--- config.mk ---
export PLATFORM = sky130hd
export DESIGN_NAME = slsd_top
export DESIGN_NICKNAME = d
export VERILOG_FILES = /design/src/slsd_pkg.sv /design/src/slsd_top.sv
export VERILOG_INCLUDE_DIRS = /design/src
export SDC_FILE = /design/constraint.sdc
export NUM_CORES = 1
export LEC_CHECK = 0
export BUFFER_PORTS_ARGS = -buffer_cell sky130_fd_sc_hd__buf_4
export CORE_AREA = 10 10 464 466
export DETAILED_ROUTE_END_ITERATION = 12
export DIE_AREA = 0 0 474 476
export PLACE_DENSITY = 0.3
export SYNTH_ARGS = -nofsm -noshare
export SYNTH_HDL_FRONTEND = slang
export SYNTH_SLANG_ARGS = --single-unit
--- constraint.sdc ---
create_clock -name clock_in -period 5.95 [get_ports clock_in]
set_clock_uncertainty 0.1 [all_clocks]
set_input_delay 1.19 -clock clock_in [delete_from_list [all_inputs] [get_ports clock_in]]
set_output_delay 1.19 -clock clock_in [all_outputs]
set_load 0.01 [all_outputs]
--- src/slsd_consts.svh ---
// Offsets, field positions, word patterns and reset values of the link block.
`ifndef SLSD_CONSTS_SVH
`define SLSD_CONSTS_SVH

`define SLSD_NUM_PORTS      16
`define SLSD_WORD_BITS      34
`define SLSD_ERRCNT_WRAP    3'h7
`define SLSD_CDEL_BITS      4

`define SLSD_OVH_HI         33
`define SLSD_OVH_LO         32
`define SLSD_CMD_HI         28
`define SLSD_CMD_LO         24
`define SLSD_OVH_CMD        2'h0
`define SLSD_OVH_CELL       2'h3
`define SLSD_CMD_ALIGN      5'h00
`define SLSD_CMD_IDLE       5'h07

`define SLSD_ALIGN_BODY     32'h00AAAAAA
`define SLSD_IDLE_BODY      32'h07AAAAAA
`define SLSD_IDLE_MASK      32'hFF0000FF
`define SLSD_IDLE_EXPECT    32'h070000AA

`define SLSD_ADDR_BITS      6
`define SLSD_OFS_INT_STATUS 6'h00
`define SLSD_OFS_INT_CTRL   6'h04
`define SLSD_OFS_LINK_ERR   6'h08
`define SLSD_OFS_ERR_COUNT  6'h0C
`define SLSD_OFS_PHASE_ERR  6'h10
`define SLSD_OFS_CELL_ERR   6'h14
`define SLSD_OFS_CHAN_EN    6'h18
`define SLSD_OFS_RELINK     6'h1C
`define SLSD_OFS_LINK_STAT  6'h20
`define SLSD_OFS_CELL_DELAY 6'h24

`define SLSD_RST_INT_CTRL   8'h00
`define SLSD_RST_CHAN_EN    16'h0000
`define SLSD_RST_CELL_DELAY 4'h0

`endif

--- src/slsd_pkg.sv ---
// Types shared by the link synchronisation and error block.
package slsd_pkg;

  typedef enum logic [0:0] {
    SLSD_ST_ALIGN,
    SLSD_ST_LINKED
  } slsd_state_type;

endpackage

--- src/slsd_top.sv ---
// Per-port link synchronisation and link error detection with APB registers.
//
// Notes on behaviour
// - Lock indicator low until multiplier has locked.
// - All links start together; errors relink singly.
// - Bit, word, then cell sync; switch is master.
// - Words are 32 data plus 2 overhead.
// - Reset request word starts sending alignment words.
// - Keep sending alignment until aligned word arrives.
// - Aligned word seen, switch then sends idle.
// - Sync clears flags; alert high when all linked.
// - Cell clock delayed; embedded in alignment words.
// - Bad idle word sets link error flag.
// - Every eighth link error sets count flag.
// - Phase recovery out of range sets flag.
// - Cell-end idle without cell marker sets flag.
// - Flags raise alert or relink per enables.
// - Flags clear on relink or on read.
// - Auto relink pin relinks on any error.
// - Alignment command 00000, idle command 00111.
// - Idle words checked through a bit mask.
// - Cell error alert and relink enables.
//
// Decided for this implementation: the register offsets and the APB slave port.
`timescale 1ns/100ps
`default_nettype none
`include "slsd_consts.svh"

module slsd_top #(
  parameter int NUM_PORTS = `SLSD_NUM_PORTS
) (
  input  wire logic                              clock_in,
  input  wire logic                              rst_n_in,
  input  wire logic                              psel_in,
  input  wire logic                              penable_in,
  input  wire logic                              pwrite_in,
  input  wire logic [31:0]                       paddr_in,
  input  wire logic [31:0]                       pwdata_in,
  output logic      [31:0]                       prdata_out,
  output logic                                   pready_out,
  output logic                                   pslverr_out,
  input  wire logic                              multiplier_locked_in,
  input  wire logic                              cell_mode_select_in,
  input  wire logic                              auto_relink_on_error_in,
  input  wire logic                              cell_boundary_clock_in,
  input  wire logic [NUM_PORTS-1:0]              phase_out_of_range_in,
  input  wire logic [NUM_PORTS-1:0][`SLSD_WORD_BITS-1:0] rx_word_in,
  output logic      [NUM_PORTS-1:0][`SLSD_WORD_BITS-1:0] tx_word_out,
  output logic      [NUM_PORTS-1:0]              link_up_out,
  output logic                                   pll_lock_indicator_out,
  output logic                                   alert_n_out
);

  initial
  begin
    if (NUM_PORTS < 1 || NUM_PORTS > 32)
      $error("NUM_PORTS must lie between 1 and 32.");
  end

  // Pin synchronisers; only the second stage is read by logic.
  logic [3:0]           pins_s1_q;
  logic [3:0]           pins_s2_q;
  logic [NUM_PORTS-1:0] phase_s1_q;
  logic [NUM_PORTS-1:0] phase_s2_q;
  logic                 cell_boundary_clock_prev_q;

  always_ff @(posedge clock_in)
  begin
    if (!rst_n_in)
    begin
      pins_s1_q   <= 4'h0;
      pins_s2_q   <= 4'h0;
      phase_s1_q  <= '0;
      phase_s2_q  <= '0;
      cell_boundary_clock_prev_q <= 1'b0;
    end
    else
    begin
      pins_s1_q   <= {cell_boundary_clock_in, auto_relink_on_error_in,
                      cell_mode_select_in, multiplier_locked_in};
      pins_s2_q   <= pins_s1_q;
      phase_s1_q  <= phase_out_of_range_in;
      phase_s2_q  <= phase_s1_q;
      cell_boundary_clock_prev_q <= pins_s2_q[3];
    end
  end

  wire lock_sync  = pins_s2_q[0];
  wire cell_mode  = pins_s2_q[1];
  wire auto_sync  = pins_s2_q[2];
  wire cell_tick  = pins_s2_q[3] & ~cell_boundary_clock_prev_q;

  assign pll_lock_indicator_out = lock_sync;

  // Registers.
  logic [7:0]                  int_ctrl_q;
  logic [NUM_PORTS-1:0]        chan_en_q;
  logic [`SLSD_CDEL_BITS-1:0]  cell_delay_q;
  logic [NUM_PORTS-1:0]        link_error_flags_q;
  logic [NUM_PORTS-1:0]        error_count_flags_q;
  logic [NUM_PORTS-1:0]        phase_range_error_flags_q;
  logic [NUM_PORTS-1:0]        cell_boundary_error_flags_q;
  logic [NUM_PORTS-1:0]        linked;
  logic [14:0]                 tick_dly_q;
  logic                        ready_q;
  logic [31:0]                 prdata_q;
  logic                        alert_n_q;

  // Cell clock is delayed so that looped cells line up with the master
  // clock; zero delay uses the undelayed edge.
  always_ff @(posedge clock_in)
  begin
    if (!rst_n_in)
      tick_dly_q <= 15'h0000;
    else
      tick_dly_q <= {tick_dly_q[13:0], cell_tick};
  end

  wire cell_end = (cell_delay_q == 4'h0) ? cell_tick
                  : tick_dly_q[cell_delay_q - 4'h1];

  // APB slave: one wait state so that read data comes from a flip-flop.
  wire [`SLSD_ADDR_BITS-1:0] addr = paddr_in[`SLSD_ADDR_BITS-1:0];
  wire in_range  = (paddr_in[31:`SLSD_ADDR_BITS] == '0);
  wire hit_isr   = in_range && addr == `SLSD_OFS_INT_STATUS;
  wire hit_ictl  = in_range && addr == `SLSD_OFS_INT_CTRL;
  wire hit_link_error_flags  = in_range && addr == `SLSD_OFS_LINK_ERR;
  wire hit_error_count_flags  = in_range && addr == `SLSD_OFS_ERR_COUNT;
  wire hit_phase_range_error_flags  = in_range && addr == `SLSD_OFS_PHASE_ERR;
  wire hit_cell_boundary_error_flags  = in_range && addr == `SLSD_OFS_CELL_ERR;
  wire hit_chen  = in_range && addr == `SLSD_OFS_CHAN_EN;
  wire hit_rel   = in_range && addr == `SLSD_OFS_RELINK;
  wire hit_stat  = in_range && addr == `SLSD_OFS_LINK_STAT;
  wire hit_cdel  = in_range && addr == `SLSD_OFS_CELL_DELAY;
  wire hit_any   = hit_isr | hit_ictl | hit_link_error_flags | hit_error_count_flags | hit_phase_range_error_flags
                   | hit_cell_boundary_error_flags | hit_chen | hit_rel | hit_stat | hit_cdel;
  wire access    = psel_in & penable_in;
  wire done      = access & ready_q;
  wire wr_done   = done & pwrite_in;
  wire rd_done   = done & ~pwrite_in;
  wire clr_link_error_flags  = rd_done & hit_link_error_flags;
  wire clr_error_count_flags  = rd_done & hit_error_count_flags;
  wire clr_phase_range_error_flags  = rd_done & hit_phase_range_error_flags;
  wire clr_cell_boundary_error_flags  = rd_done & hit_cell_boundary_error_flags;
  wire [NUM_PORTS-1:0] relink_wr = (wr_done & hit_rel)
                                   ? pwdata_in[NUM_PORTS-1:0] : '0;

  wire [3:0] isr = {|cell_boundary_error_flags_q, |phase_range_error_flags_q, |error_count_flags_q, |link_error_flags_q};

  logic [31:0] rd_mux;
  always_comb
  begin
    rd_mux = 32'h00000000;
    if (hit_isr)  rd_mux[3:0] = isr;
    if (hit_ictl) rd_mux[7:0] = int_ctrl_q;
    if (hit_link_error_flags) rd_mux[NUM_PORTS-1:0] = link_error_flags_q;
    if (hit_error_count_flags) rd_mux[NUM_PORTS-1:0] = error_count_flags_q;
    if (hit_phase_range_error_flags) rd_mux[NUM_PORTS-1:0] = phase_range_error_flags_q;
    if (hit_cell_boundary_error_flags) rd_mux[NUM_PORTS-1:0] = cell_boundary_error_flags_q;
    if (hit_chen) rd_mux[NUM_PORTS-1:0] = chan_en_q;
    if (hit_stat) rd_mux[NUM_PORTS-1:0] = linked;
    if (hit_cdel) rd_mux[`SLSD_CDEL_BITS-1:0] = cell_delay_q;
  end

  always_ff @(posedge clock_in)
  begin
    if (!rst_n_in)
    begin
      ready_q      <= 1'b0;
      prdata_q     <= 32'h00000000;
      int_ctrl_q   <= `SLSD_RST_INT_CTRL;
      chan_en_q    <= '0;
      cell_delay_q <= `SLSD_RST_CELL_DELAY;
    end
    else
    begin
      ready_q <= access & ~ready_q;
      if (access & ~ready_q)
        prdata_q <= rd_mux;
      if (wr_done & hit_ictl)
        int_ctrl_q <= pwdata_in[7:0];
      if (wr_done & hit_chen)
        chan_en_q <= pwdata_in[NUM_PORTS-1:0];
      if (wr_done & hit_cdel)
        cell_delay_q <= pwdata_in[`SLSD_CDEL_BITS-1:0];
    end
  end

  assign pready_out  = ready_q;
  assign pslverr_out = ready_q & ~hit_any;
  assign prdata_out  = prdata_q;

  // Interrupt control bits: relink enables high nibble, alert enables low.
  wire [3:0] alert_en  = int_ctrl_q[3:0];
  wire [3:0] relink_en = int_ctrl_q[7:4];

  genvar g;
  generate
    for (g = 0; g < NUM_PORTS; g++)
    begin : gen_port
      slsd_pkg::slsd_state_type state_q;
      logic [2:0]                 errcnt_q;
      logic [`SLSD_WORD_BITS-1:0] tx_q;

      wire [`SLSD_WORD_BITS-1:0] rxw = rx_word_in[g];
      wire [1:0] ovh = rxw[`SLSD_OVH_HI:`SLSD_OVH_LO];
      wire [4:0] cmd = rxw[`SLSD_CMD_HI:`SLSD_CMD_LO];
      wire is_linked = (state_q == slsd_pkg::SLSD_ST_LINKED);
      wire is_idle   = (cmd == `SLSD_CMD_IDLE);
      wire is_align  = (ovh == `SLSD_OVH_CMD)
                       && (rxw[31:0] == `SLSD_ALIGN_BODY);
      wire is_reqst  = (ovh == `SLSD_OVH_CELL)
                       && (cmd == `SLSD_CMD_ALIGN);
      wire link_error_flags_ev   = is_linked && is_idle && ((rxw[31:0] & `SLSD_IDLE_MASK)
                       != `SLSD_IDLE_EXPECT);
      wire error_count_flags_ev   = link_error_flags_ev && (errcnt_q == `SLSD_ERRCNT_WRAP);
      wire phase_range_error_flags_ev   = is_linked && phase_s2_q[g];
      wire cell_boundary_error_flags_ev   = is_linked && cell_mode && cell_end && is_idle
                       && (ovh != `SLSD_OVH_CELL);
      wire [3:0] evs   = {cell_boundary_error_flags_ev, phase_range_error_flags_ev, error_count_flags_ev, link_error_flags_ev};
      wire [3:0] flags = {cell_boundary_error_flags_q[g], phase_range_error_flags_q[g], error_count_flags_q[g], link_error_flags_q[g]};
      wire relink = relink_wr[g]
                    | (auto_sync & (|evs))
                    | (|(flags & relink_en));
      wire restart = relink | is_reqst;
      wire success = !is_linked && is_align && !restart;
      wire clr_all = restart | success;

      always_ff @(posedge clock_in)
      begin
        if (!rst_n_in)
        begin
          state_q   <= slsd_pkg::SLSD_ST_ALIGN;
          errcnt_q  <= 3'h0;
          tx_q      <= {`SLSD_OVH_CMD, `SLSD_ALIGN_BODY};
          link_error_flags_q[g] <= 1'b0;
          error_count_flags_q[g] <= 1'b0;
          phase_range_error_flags_q[g] <= 1'b0;
          cell_boundary_error_flags_q[g] <= 1'b0;
        end
        else
        begin
          case (state_q)
            slsd_pkg::SLSD_ST_ALIGN:
              if (success)
                state_q <= slsd_pkg::SLSD_ST_LINKED;
            slsd_pkg::SLSD_ST_LINKED:
              if (restart)
                state_q <= slsd_pkg::SLSD_ST_ALIGN;
            default:
              state_q <= slsd_pkg::SLSD_ST_ALIGN;
          endcase
          if (clr_all)
            errcnt_q <= 3'h0;
          else if (link_error_flags_ev)
            errcnt_q <= errcnt_q + 3'h1;
          // Set beats clear so an error in the clearing cycle survives.
          link_error_flags_q[g] <= link_error_flags_ev | (link_error_flags_q[g] & ~clr_link_error_flags & ~clr_all);
          error_count_flags_q[g] <= error_count_flags_ev | (error_count_flags_q[g] & ~clr_error_count_flags & ~clr_all);
          phase_range_error_flags_q[g] <= phase_range_error_flags_ev | (phase_range_error_flags_q[g] & ~clr_phase_range_error_flags & ~clr_all);
          cell_boundary_error_flags_q[g] <= cell_boundary_error_flags_ev | (cell_boundary_error_flags_q[g] & ~clr_cell_boundary_error_flags & ~clr_all);
          if (success || (is_linked && !restart))
            tx_q <= {`SLSD_OVH_CMD, `SLSD_IDLE_BODY};
          else if (cell_mode && cell_end)
            tx_q <= {`SLSD_OVH_CELL, `SLSD_ALIGN_BODY};
          else
            tx_q <= {`SLSD_OVH_CMD, `SLSD_ALIGN_BODY};
        end
      end

      assign linked[g]      = is_linked;
      assign tx_word_out[g] = tx_q;
    end
  endgenerate

  assign link_up_out = linked;

  // Alert stays low while an enabled channel is still initialising.
  always_ff @(posedge clock_in)
  begin
    if (!rst_n_in)
      alert_n_q <= 1'b1;
    else
      alert_n_q <= ~((|(isr & alert_en))
                     | (|(chan_en_q & ~linked)));
  end

  assign alert_n_out = alert_n_q;

endmodule
`default_nettype wire

Word-level counts from Yosys, hierarchy flattened

Index checks and enable logic that the tools add are counted.

Bits in registers: 774
Bits in latches: 0
Bits in writable memories: 0
ROM bits: 0
Bits of input ports: 633
Logic and storage cells: 1071
Memories: 0

Add/sub/neg operators: 17
Multipliers: 0
Divide/modulo/power cells: 0
Magnitude comparators: 1
Eq/ne operators: 105
Shifts and indexed selects: 0
Mux-type cells: 78
Bitwise operators: 358
Reduce and logical (&&, ||, !) cells: 372

Operator list:

| kind                 | count |
|---|---|
| $eq 32x24->1 const B | 16 |
| $mux 27              | 16 |
| $ne 16x11->1 const B | 16 |
| $logic_and 1x1->1    | 219 |
| $and 1x1->1          | 159 |
| $or 1x1->1           | 138 |
| $reduce_or 4->1      | 33 |
| $mux 16              | 7 |
| $eq 5x3->1 const B   | 16 |
| $logic_not 5->1      | 16 |
| $reduce_or 16->1     | 5 |
| $and 4x4->4          | 17 |
| $reduce_or 2->1      | 32 |
| $add 3x1->3 const B  | 16 |
| $eq 3x3->1 const B   | 16 |
| $not 1->1            | 42 |
| $mux 1               | 34 |
| $mux 34              | 1 |
| $eq 2x2->1 const B   | 16 |
| $logic_not 1->1      | 32 |
| $logic_not 2->1      | 16 |
| $ne 2x2->1 const B   | 16 |
| $pmux 1 s2           | 16 |
| $logic_not 26->1     | 1 |
| 14 further kinds     | 35 |

Logic depth before layout (Yosys ltp)

Word-level depth: 18
Depth in mapped cells: 12

Least setup slack after synthesis

Ideal clock, no wire load.

Kind: in2out
From: in paddr_in[18]
To: out pslverr_out
Arrival: 2.229 ns
Setup slack: 2.431 ns
Cell stages on the path: 4
Path buffers: 0
Cells stage by stage: nor4_1 -> nand4_2 -> nor2_1 -> a21boi_0

Longest elaborated chain between the ends: 13

Ends and longest elaborated chain:

| item                        | RTL line        | source |
|---|---|---|
| from (decl)                 | slsd_top.sv:37  | `input wire logic [31:0] paddr_in,` |
| $logic_not 26->1 *          | slsd_top.sv:124 | `` wire in_range = (paddr_in[31:`SLSD_ADDR_BITS] == '0); `` |
| $logic_and 1x1->1 (no line) | n/a             |  |
| $or 1x1->1 (4 in a row)     | slsd_top.sv:135 | `wire hit_any = hit_isr \| hit_ictl \| hit_link_error_flags \| hit_error_count_flags \| hit_phase_range_error_flags` |
| $or 1x1->1 (4 in a row)     | slsd_top.sv:136 | `\| hit_cell_boundary_error_flags \| hit_chen \| hit_rel \| hit_stat \| hit_cdel;` |
| $or 1x1->1 *                | slsd_top.sv:136 |  |
| $not 1->1 *                 | slsd_top.sv:190 | `assign pslverr_out = ready_q & ~hit_any;` |
| $and 1x1->1 *               | slsd_top.sv:190 |  |
| to (decl)                   | slsd_top.sv:41  | `output logic pslverr_out,` |

Every way passes the cells marked *; elsewhere a longest branch is shown, timed or not.

Worst setup path in the final report

From: in paddr_in[23]
To: out pslverr_out

The elaborated chain is that of the path after synthesis.

==> flow_summary.ini <==
[grt]
grt_pass1_wl_um = 156000
grt_pass1_vias = 18500
gr-usage-all-layers = 0.0991
antenna_violations_before_repair = 43
pin_count_of_the_biggest_net_entering_global_routing = 64
grt_overflow_total = 0

[placed_design]
half_perimeter_wire_length_after_detailed_placement_um = 104000
portBuffers = 732
detailed_place.area_um2 = 24800
gpl.final_weighted_congestion = 0.806
dpl.cell_count = 5457

[critical_path]
r2r_setup_slack_ps = 1640
timing.critical_path.arrival_ps = 3080
crit_chain = buf_4 -> nor4_1 -> nand3_1 -> nor2_1 -> a21boi_0 -> buf_4
critical_path.reg2reg.endpoint = gen_port[3].flags[2]
startpoint_type = input port
timing.critical_path.buf_inv = 2
path_delay_family = simple AND/OR/NAND/NOR gates
required_ps = 4660
worst_path_most_repeated_cell = sky130_fd_sc_hd__buf_4
critPathCaptureType = output port
worstSetupPathType = input port to output port
timing.reg2reg.worst_path_depth = 9
crit_path_top_delay_cell = sky130_fd_sc_hd__nand3_1
max_stage_delay_ps = 560
critPathMaxFanout = 8
worst-path-stages = 6
timing.rr.start = cell_delay_q[0]

[yosys]
synth_edf_count = 0
synth_top_family_by_area = simple AND/OR/NAND/NOR gates
synth_area_leader_cell = sky130_fd_sc_hd__dfxtp_1
synth-simple-area-share = 0.268
synth_seq_cells = 262
synth.top_cell.area_share = 0.285
synthesis.instances = 2159
synth.mux.area_fraction = 0.0369
share_of_flip_flops_with_an_asynchronous_set_or_reset = 0
synth_compound_gate_area_share = 0.131
synth_seq_area_share = 0.285
yosys.area_share.adder = 0.0231
synthDistinctLibCells = 76
post_synth_main_area_contributors = sky130_fd_sc_hd__dfxtp_1 29%, sky130_fd_sc_hd__buf_4 22%, sky130_fd_sc_hd__nor4bb_1 3.7%
synth_xor_area_frac = 0.00810
synth_area_per_cell_um2 = 8.52
mappedNetlistArea_um2 = 18400
number_of_warning_messages_in_the_yosys_log = 0
synth_flop_cell = sky130_fd_sc_hd__dfxtp_1

[final_layout]
fin_area_um2 = 26100
num-nets-final = 3463
final_layout_size_suffix_gt1_frac = 0.311
most-common-layout-cells = 754 x sky130_fd_sc_hd__buf_4, 480 x sky130_fd_sc_hd__conb_1, 261 x sky130_fd_sc_hd__dfxtp_1
mostFrequentLayoutCell = sky130_fd_sc_hd__buf_4
stdcell_count = 5536
growth_of_design_area_from_synthesis_to_finish_pct = 41.9

[routing]
via_per_inst = 3.21
drt-total-wl_um = 122000
maxUsedRoutingLayer = met5
pre_antenna_drt_iters = 5
routed-wl-met3_um = 9100
routed_wire_length_per_instance_um = 22.0
routed-via-count = 17800
detail-route-antenna-nets = 0
drt_first_iter_violations = 969
met2_wl_post_dr_um = 61800
drc = 0
met1Wirelength_um = 47100

[status]
outcome = complete, no violations

[cts]
tritoncts = built
cts_buffers = 41
clk_root_buffer_cell = sky130_fd_sc_hd__clkbuf_16
clock_latency_ps = 590
cts.repair_timing.setup_buffer_count = 0
cts.sinks = 262
cts_repair_resize_count = 0
cts-hold-fix-buffers = 0
clock_tree.htree_level_count = 2
cts.clk_slew.worst_paths_ps = 60
cts_max_path_buffers = 3

[power]
power.density_cell_area_nw_per_um2 = 186
p_total_uw = 4840
vdd_ir_drop_max_mv = 0.148
power.static_leakage_uw = 0.0106

[run]
maxCapViolations = 0

[min_path]
hold_class = register to register
cell_depth_of_the_worst_min_delay_path = 1
hold-path-endpoint = phase_s2_q[5]
hold_path_startpoint = phase_s1_q[5]

[floorplanning]
die_h_um = 476
initial_utilization = 0.0893
die_area_um2 = 226000
rows = 167
core_area_um2 = 206000
chipWidth_um = 474
top_level_ports = 1229

[timing]
post-route-period-util = 0.734
drv_slew = 0
max_clock_freq_mhz = 229
timing.final.setup_violations = 0
final_period_minus_worst_setup_slack_ps = 4370
grt_setup_unrepaired = false
worst-slew-pin-transition_ps = 1250
setup-tns-final_ps = 0
report.final.hold_viol_count = 0
timing.max_slew.rel_slack = 0.162
## layer usage
metal | track usage | vias up
met4 | 0.0344 | 14
met3 | 0.0246 | 155
met1 | 0.112 | 8436
met2 | 0.180 | 984
li1 | - | 8205
met5 | 0 | -
## stage by stage
stage,hold WS (ps),setup WS [ps],utilization
after detailed placement,309,1440,0.121
after CTS,322,1450,0.127
after global routing,333,1300,0.127
final,306,1580,0.127
after floorplan,293,2430,-
after global placement,317,1440,0.121
## cell type report
class                           count  area, µm²
Clock inverter                     10       85.1
Multi-Input combinational cell   1724      10500
Fill cell                       23700     180000
Clock buffer                       59       1140
Antenna cell                       10       25.0
Inverter                           12       47.5
Timing Repair Buffer              755       5670
Sequential cell                   262       5250
Tap cell                         2704       3380
## cells in the mapped netlist (18+ instances only)
cell	n
sky130_fd_sc_hd__a21oi_1	73
sky130_fd_sc_hd__a22oi_1	31
sky130_fd_sc_hd__and2_1	76
sky130_fd_sc_hd__buf_1	28
sky130_fd_sc_hd__buf_4	546
sky130_fd_sc_hd__clkbuf_1	48
sky130_fd_sc_hd__dfxtp_1	262
sky130_fd_sc_hd__ha_1	34
sky130_fd_sc_hd__mux2i_1	36
sky130_fd_sc_hd__nand2_1	139
sky130_fd_sc_hd__nand3_1	85
sky130_fd_sc_hd__nand4_1	71
sky130_fd_sc_hd__nor2_1	72
sky130_fd_sc_hd__nor2b_1	40
sky130_fd_sc_hd__nor4_1	105
sky130_fd_sc_hd__nor4b_1	49
sky130_fd_sc_hd__nor4bb_1	68
sky130_fd_sc_hd__o21ai_0	40
sky130_fd_sc_hd__o22ai_1	18
sky130_fd_sc_hd__o31ai_1	20
## sequential cells by signal, summed over array words and instances, names as in the netlist
name / count
chan_en_q: 16
pins_s1_q: 4
phase_s2_q: 16
pins_s2_q: 4
cell_boundary_error_flags_q: 16
error_count_flags_q: 16
tick_dly_q: 15
int_ctrl_q: 8
cell_boundary_clock_prev_q: 1
gen_port.tx_q: 32
pready_out: 1
prdata_out: 16
gen_port.flags: 32
cell_delay_q: 4
phase_s1_q: 16
alert_n_out: 1
gen_port.is_linked: 16
gen_port.errcnt_q: 48
## how the worst max path moves through the flow
stage	startpoint	to
3_3_place_gp	paddr_in[31]	pslverr_out
2_1_floorplan	paddr_in[18]	pslverr_out
5_1_grt	cell_delay_q[0]	gen_port[4].flags[2]
4_1_cts	paddr_in[23]	pslverr_out
3_5_place_dp	paddr_in[24]	pslverr_out
6_report	paddr_in[23]	pslverr_out
## cells by family after synthesis
kind of cell	Yosys count
fa+ha+maj	34
mux	58
compound gates	326
flops	262
other cells	2
buf+inv	651
simple gates	809
xor+xnor	17
## power breakdown
group	leakage (µW)	internal (µW)	switching, µW
registers	0.00212	1780	12.4
clock network	0.000603	1370	969
logic	0.00790	324	389
(Power assumes the default switching activity.)
